===== src/rtl/pin_change_pkg.sv =====
// shared register map, field positions and reset values of the pin change unit
package pin_change_pkg;
    localparam int PIN_COUNT = 8;
    localparam int ADDR_W = 12;
    localparam logic [11:0] OFFS_RISE = 12'h000;
    localparam logic [11:0] OFFS_FALL = 12'h004;
    localparam logic [11:0] OFFS_FLAGS = 12'h008;
    localparam logic [11:0] OFFS_CTRL = 12'h00C;
    localparam int CTRL_MASTER_BIT = 0;
    localparam int CTRL_SUMMARY_BIT = 1;
    localparam logic [7:0] RESET_BYTE = 8'h00;
    localparam logic [31:0] READ_ZERO = 32'h00000000;
    localparam int SYNC_STAGES = 2;
endpackage


===== src/rtl/port_pin_change_detector.sv =====
// pin change detector: per-pin edge enables, sticky flags, wake request
// Function
// - writing zero to a flag bit clears that pin change flag.
// - an enabled edge in the same cycle as a clearing write keeps the flag set.
// - with the master enable set, an enabled edge raises a wake-up request.
// - edges are recorded by logic that runs on the system clock, not the cpu.
// - the rising enable register has one bit per pin, reset to zero.
// - the falling enable register has one bit per pin, reset to zero.
// - a flag sets on an enabled rising edge or an enabled falling edge.
// - the flag register is hardware set, software read/write, reset to zero.
// - edges are flagged even while the master enable is clear.
// - the summary bit is the OR of all flags and requests when enabled.
// - a pin with both enables set flags edges of either polarity.
//
// Design decisions made here: the APB slave port and the address map.
`timescale 1ns/1ns
`default_nettype none
module port_pin_change_detector
    import pin_change_pkg::*;
(
    input wire logic clock,
    input wire logic nrst,
    input wire logic clock_en,
    input wire logic psel,
    input wire logic penable,
    input wire logic pwrite,
    input wire logic [ADDR_W-1:0] paddr,
    input wire logic [31:0] pwdata,
    output logic [31:0] prdata,
    output logic pready,
    output logic pslverr,
    input wire logic [PIN_COUNT-1:0] port_b_pin,
    output logic change_int_request,
    output logic wake_request
);
    typedef struct packed {
        logic [PIN_COUNT-1:0] rise_edge_enable;
        logic [PIN_COUNT-1:0] fall_edge_enable;
        logic [PIN_COUNT-1:0] pin_change_flags;
        logic change_int_master_enable;
        logic [PIN_COUNT-1:0] last_pins;
        logic primed;
        logic [1:0] settle;
        logic [31:0] rdata;
        logic ready;
        logic slverr;
        logic irq;
        logic wake;
    } det_state_t;

    det_state_t state;
    det_state_t next_state;
    logic [PIN_COUNT-1:0] synced_pins;
    logic [PIN_COUNT-1:0] edge_hits;
    logic setup_phase;
    // enabled edges after reset before both compare inputs hold pin levels
    localparam logic [1:0] SETTLE_DONE = 2'(SYNC_STAGES + 1);

    // pins come from outside the clock domain
    pin_sync_regs u_sync (
        .clock(clock),
        .nrst(nrst),
        .clock_en(clock_en),
        .raw_pins(port_b_pin),
        .synced_pins(synced_pins)
    );

    function automatic logic is_mapped(input logic [ADDR_W-1:0] a);
        is_mapped = (a == OFFS_RISE) || (a == OFFS_FALL) ||
                    (a == OFFS_FLAGS) || (a == OFFS_CTRL);
    endfunction

    // rising and falling transitions gated by their enables
    assign edge_hits = state.primed ?
        ((synced_pins & ~state.last_pins & state.rise_edge_enable) |
         (~synced_pins & state.last_pins & state.fall_edge_enable))
        : '0;

    // answer in the setup cycle, so pready rises one cycle later
    assign setup_phase = psel && !penable;

    always_comb begin
        logic [PIN_COUNT-1:0] flags_after;
        logic any_flag;
        flags_after = state.pin_change_flags;
        any_flag = 1'b0;
        next_state = state;
        if (clock_en) begin
            next_state.last_pins = synced_pins;
            // the synchroniser and last sample restart at zero, so a pin
            // held high through reset would look like a rising edge
            if (state.settle != SETTLE_DONE) begin
                next_state.settle = state.settle + 2'h1;
            end
            next_state.primed = (next_state.settle == SETTLE_DONE);
            next_state.ready = 1'b0;
            next_state.slverr = 1'b0;
            if (setup_phase) begin
                next_state.ready = 1'b1;
                next_state.slverr = !is_mapped(paddr);
                next_state.rdata = READ_ZERO;
                if (pwrite) begin
                    if (paddr == OFFS_RISE) begin
                        next_state.rise_edge_enable =
                            pwdata[PIN_COUNT-1:0];
                    end else if (paddr == OFFS_FALL) begin
                        next_state.fall_edge_enable =
                            pwdata[PIN_COUNT-1:0];
                    end else if (paddr == OFFS_FLAGS) begin
                        // writes can only clear; ones written leave bits alone
                        flags_after = state.pin_change_flags &
                            pwdata[PIN_COUNT-1:0];
                    end else if (paddr == OFFS_CTRL) begin
                        next_state.change_int_master_enable =
                            pwdata[CTRL_MASTER_BIT];
                    end
                end else begin
                    if (paddr == OFFS_RISE) begin
                        next_state.rdata[PIN_COUNT-1:0] =
                            state.rise_edge_enable;
                    end else if (paddr == OFFS_FALL) begin
                        next_state.rdata[PIN_COUNT-1:0] =
                            state.fall_edge_enable;
                    end else if (paddr == OFFS_FLAGS) begin
                        next_state.rdata[PIN_COUNT-1:0] =
                            state.pin_change_flags;
                    end else if (paddr == OFFS_CTRL) begin
                        next_state.rdata[CTRL_MASTER_BIT] =
                            state.change_int_master_enable;
                        next_state.rdata[CTRL_SUMMARY_BIT] =
                            |state.pin_change_flags;
                    end
                end
            end
            // set wins over the clearing write; flags record regardless
            // of master enable
            next_state.pin_change_flags = flags_after | edge_hits;
            any_flag = |next_state.pin_change_flags;
            next_state.irq = any_flag && next_state.change_int_master_enable;
            // no cpu clock needed: this logic is the wake source
            next_state.wake = any_flag &&
                next_state.change_int_master_enable;
        end
    end

    always_ff @(posedge clock) begin
        if (!nrst) begin
            state <= '0;
        end else begin
            state <= next_state;
        end
    end

    assign prdata = state.rdata;
    assign pready = state.ready;
    assign pslverr = state.slverr;
    assign change_int_request = state.irq;
    assign wake_request = state.wake;
endmodule
`default_nettype wire


===== src/rtl/pin_sync_regs.sv =====
// two-stage synchroniser register bank for the port pins
`timescale 1ns/1ns
`default_nettype none
module pin_sync_regs
    import pin_change_pkg::*;
(
    input wire logic clock,
    input wire logic nrst,
    input wire logic clock_en,
    input wire logic [PIN_COUNT-1:0] raw_pins,
    output logic [PIN_COUNT-1:0] synced_pins
);
    typedef struct packed {
        logic [PIN_COUNT-1:0] first;
        logic [PIN_COUNT-1:0] second;
    } sync_state_t;
    sync_state_t state;
    sync_state_t next_state;

    always_comb begin
        next_state = state;
        if (clock_en) begin
            next_state.first = raw_pins;
            next_state.second = state.first;
        end
    end

    always_ff @(posedge clock) begin
        if (!nrst) begin
            state <= '0;
        end else begin
            state <= next_state;
        end
    end

    assign synced_pins = state.second;
endmodule
`default_nettype wire


===== config.mk =====
export PLATFORM = sky130hd
export DESIGN_NAME = port_pin_change_detector
export DESIGN_NICKNAME = d
export VERILOG_FILES = /design/src/rtl/pin_change_pkg.sv /design/src/rtl/port_pin_change_detector.sv /design/src/rtl/pin_sync_regs.sv
export SDC_FILE = /design/constraint.sdc
export NUM_CORES = 1
export LEC_CHECK = 0
export BUFFER_PORTS_ARGS = -buffer_cell sky130_fd_sc_hd__buf_2
export CORE_ASPECT_RATIO = 0.75
export CORE_MARGIN = 2
export CORE_UTILIZATION = 29
export DETAILED_ROUTE_END_ITERATION = 6
export PLACE_DENSITY = 0.58
export SLEW_MARGIN = 20
export SYNTH_ARGS = -nofsm -noshare
export SYNTH_HDL_FRONTEND = slang
export SYNTH_SLANG_ARGS = --single-unit
export TNS_END_PERCENT = 5

===== constraint.sdc =====
create_clock -name clock -period 1.84 [get_ports clock]
set_input_delay 0.184 -clock clock [delete_from_list [all_inputs] [get_ports clock]]
set_output_delay 0.184 -clock clock [all_outputs]
set_load 0.01 [all_outputs]

==> results.cfg <==
[timing]
achievable_frequency_ghz = 0.566
fin_tns_setup_ps = 0
post-route-period-util_pct = 95.9
slew_headroom_pct = 61.2
setup_viol = 0
post-route-min-period_ps = 1770
unrepaired_setup_endpoints_after_global_routing = no
hold_viol_final = 0
slew_violations = 0
fin_worst_hold_slack_ps = 116
timing.clock.skew_ps = 5.40
max_slew.worst_pin.slew_ps = 581

[placed_design]
detailedPlacementHpwl_mm = 5.44
port_buffers = 45
post-place-cells = 511
routabilityCongestion = 0.786
placedInstanceArea_um2 = 3520

[die]
die_height_um = 95.0
initial_utilization_pct = 29.5
die_w_um = 125
fp-row-count = 33
die_area_um2 = 11900
ioPinCount = 94
fp.coreArea_um2 = 10900

[worst_setup_path]
critical_path.startpoint_type = register
timing_worst_setup_path_type = register to register
critical_path_required_ps = 2040
crit_path_end_kind = register
path_max_fanout = 3
arrival_ps = 1960

[hold_path]
hp-class = primary input to register

[logic_synthesis]
post-synth-top-area-fraction_pct = 39.4
avgSynthCellArea_um2 = 9.59
synth.yosys.seq_area_share_pct = 39.4
post_synth_main_area_contributors = sky130_fd_sc_hd__dfxtp_1, sky130_fd_sc_hd__mux2i_1, sky130_fd_sc_hd__nor2b_1, sky130_fd_sc_hd__buf_4, sky130_fd_sc_hd__nand4b_1
synth-main-ff-cell = sky130_fd_sc_hd__dfxtp_1
yosys_register_bits = 63
synth_top_area_cell = sky130_fd_sc_hd__dfxtp_1
synth_cell_area_um2 = 3200
async_reset_ff_share_pct = 0
ys.warnings.count = 0
synth.distinct_cells = 45
synthCells = 334
synth_top_cells_by_count = sky130_fd_sc_hd__dfxtp_1, sky130_fd_sc_hd__mux2i_1, sky130_fd_sc_hd__nor2b_1, sky130_fd_sc_hd__buf_4, sky130_fd_sc_hd__nand2_1
dominant_cell_by_count_in_the_synthesized_netlist = sky130_fd_sc_hd__dfxtp_1
edff_count_synth = 0

[grt]
antenna_found_initial = 0
grt_first_pass_wirelength_mm = 12.3
grt-ovfl-total = 0
first_global_vias = 2303
globalRouteTotalUtil_pct = 13.3
largest_net_degree_at_the_start_of_global_routing = 59

[route]
drt.antenna.violating_nets = 0
via_count = 2398
drtPass1Iterations = 4
route.detailed.wl_per_inst_um = 14.3
drt_first_iter_violations = 165
post_drt_via_cell_ratio = 4.55
post-route-drc-count = 0
postRouteWirelength_mm = 7.55

[pwr]
finalPower_uw = 3100
leakagePower_uw = 0.00147
power_per_cell_area_nw_per_um2 = 819
ir_drop_mv = 0.544

[clock_network]
clk_pin_slew_ps = 50
postCtsResizedCells = 1
holdBufCountCts = 0
post-cts-setup-buffers = 0
cts_max_level = 3
tritoncts = yes
clkSinkCount = 63
maximum_root_to_sink_buffer_count = 2
clk_root_buffer_cell = sky130_fd_sc_hd__clkbuf_16
number_of_buffers_created_by_cts = 9
worstSkewPairLatency_ps = 330

[layout]
syn_to_final_growth_pct = 18.2
drive_above_1_share_pct = 22.2
post_layout_nets = 440
postLayoutCellArea_um2 = 3790
diodes = 0
final-instance-count-excl-fill = 527

[job]
maxCapViolCount = 0

[status]
run_status = finished, final reports clean
## registers in the layout (all words and copies together) (netlist names)
register / cells
prdata: 8
pready: 1
pslverr: 1
state: 36
u_sync.state: 8
u_sync.synced_pins: 8
wake_request: 1
## layout by cell type, fill, tap and decap left out, drive strengths merged, types with 2 or more instances in the layout
cell,Yosys,layout
o221ai,6,6
nor2,3,3
o21ai,16,16
clkbuf,12,15
dfxtp,63,63
inv,8,8
nor4,5,5
nand3,7,7
nand4b,10,10
nor2b,44,44
conb,1,24
a21boi,11,11
or4,3,3
clkinv,1,2
buf,39,65
a21oi,4,4
a22oi,2,2
nand2,22,22
nor3,3,3
mux2i,48,48
nand3b,7,7
nand4,2,2
or2,2,2
## critical path, cell delays in order (launching register included)
cell and delay (ps):
sky130_fd_sc_hd__dfxtp_1 350, sky130_fd_sc_hd__nand3b_1 120, sky130_fd_sc_hd__a21boi_0 150, sky130_fd_sc_hd__or4_1 550
sky130_fd_sc_hd__nor4_2 330, sky130_fd_sc_hd__a32oi_1 140
## final cells by class
type	count	area, um2
Fill cell	1132	7070
Multi-Input combinational cell	234	1690
Sequential cell	63	1260
Timing Repair Buffer	65	375
Clock buffer	15	248
Tap cell	140	175
Inverter	9	33.8
Clock inverter	1	5.00
## stage by stage
stage          worst slack (ps)  utilization (%)
2_1_floorplan               242                -
3_3_place_gp               29.8             32.4
3_5_place_dp              -13.1             32.4
4_1_cts                    67.1             34.8
5_1_grt                    18.0             34.9
6_report                   74.6             34.9
## per-layer routing
layer | up-vias | share of wire (%) | GRT usage (%)
li1 | 1217 | - | -
met5 | - | 0 | 0
met2 | 82 | 38 | 17.8
met3 | 9 | 8.3 | 4.60
met1 | 1090 | 52 | 19.6
met4 | 0 | 1.1 | 4.35
## cells by family after synthesis
kind of cell	count (synthesis)	synth area share (%)
compound gates	45	9.38
buf+inv	60	11.1
flops	63	39.4
mux	50	16.1
other cells	1	0.117
simple gates	115	24.0
## report_power, final
part           switching (uW)  internal, uW  leakage [uW]
Clock                     549           910      0.000122
Combinational             131           100      0.000833
Sequential               18.9          1390      0.000510
## path summary, 6_finish.rpt
| path | slack, ps | from | cells past startpoint | endpoint |
|---|---|---|---|---|
| max | 70 | state[42] | 5 | wake_request |
| min | 120 | port_b_pin[3] | 3 | u_sync.state[11] |
| max reg2reg | 70 | state[42] | 5 | wake_request |
| min reg2reg | 450 | prdata[2] | 2 | prdata[2] |
Note: power is estimated with default switching activity, not from simulation.
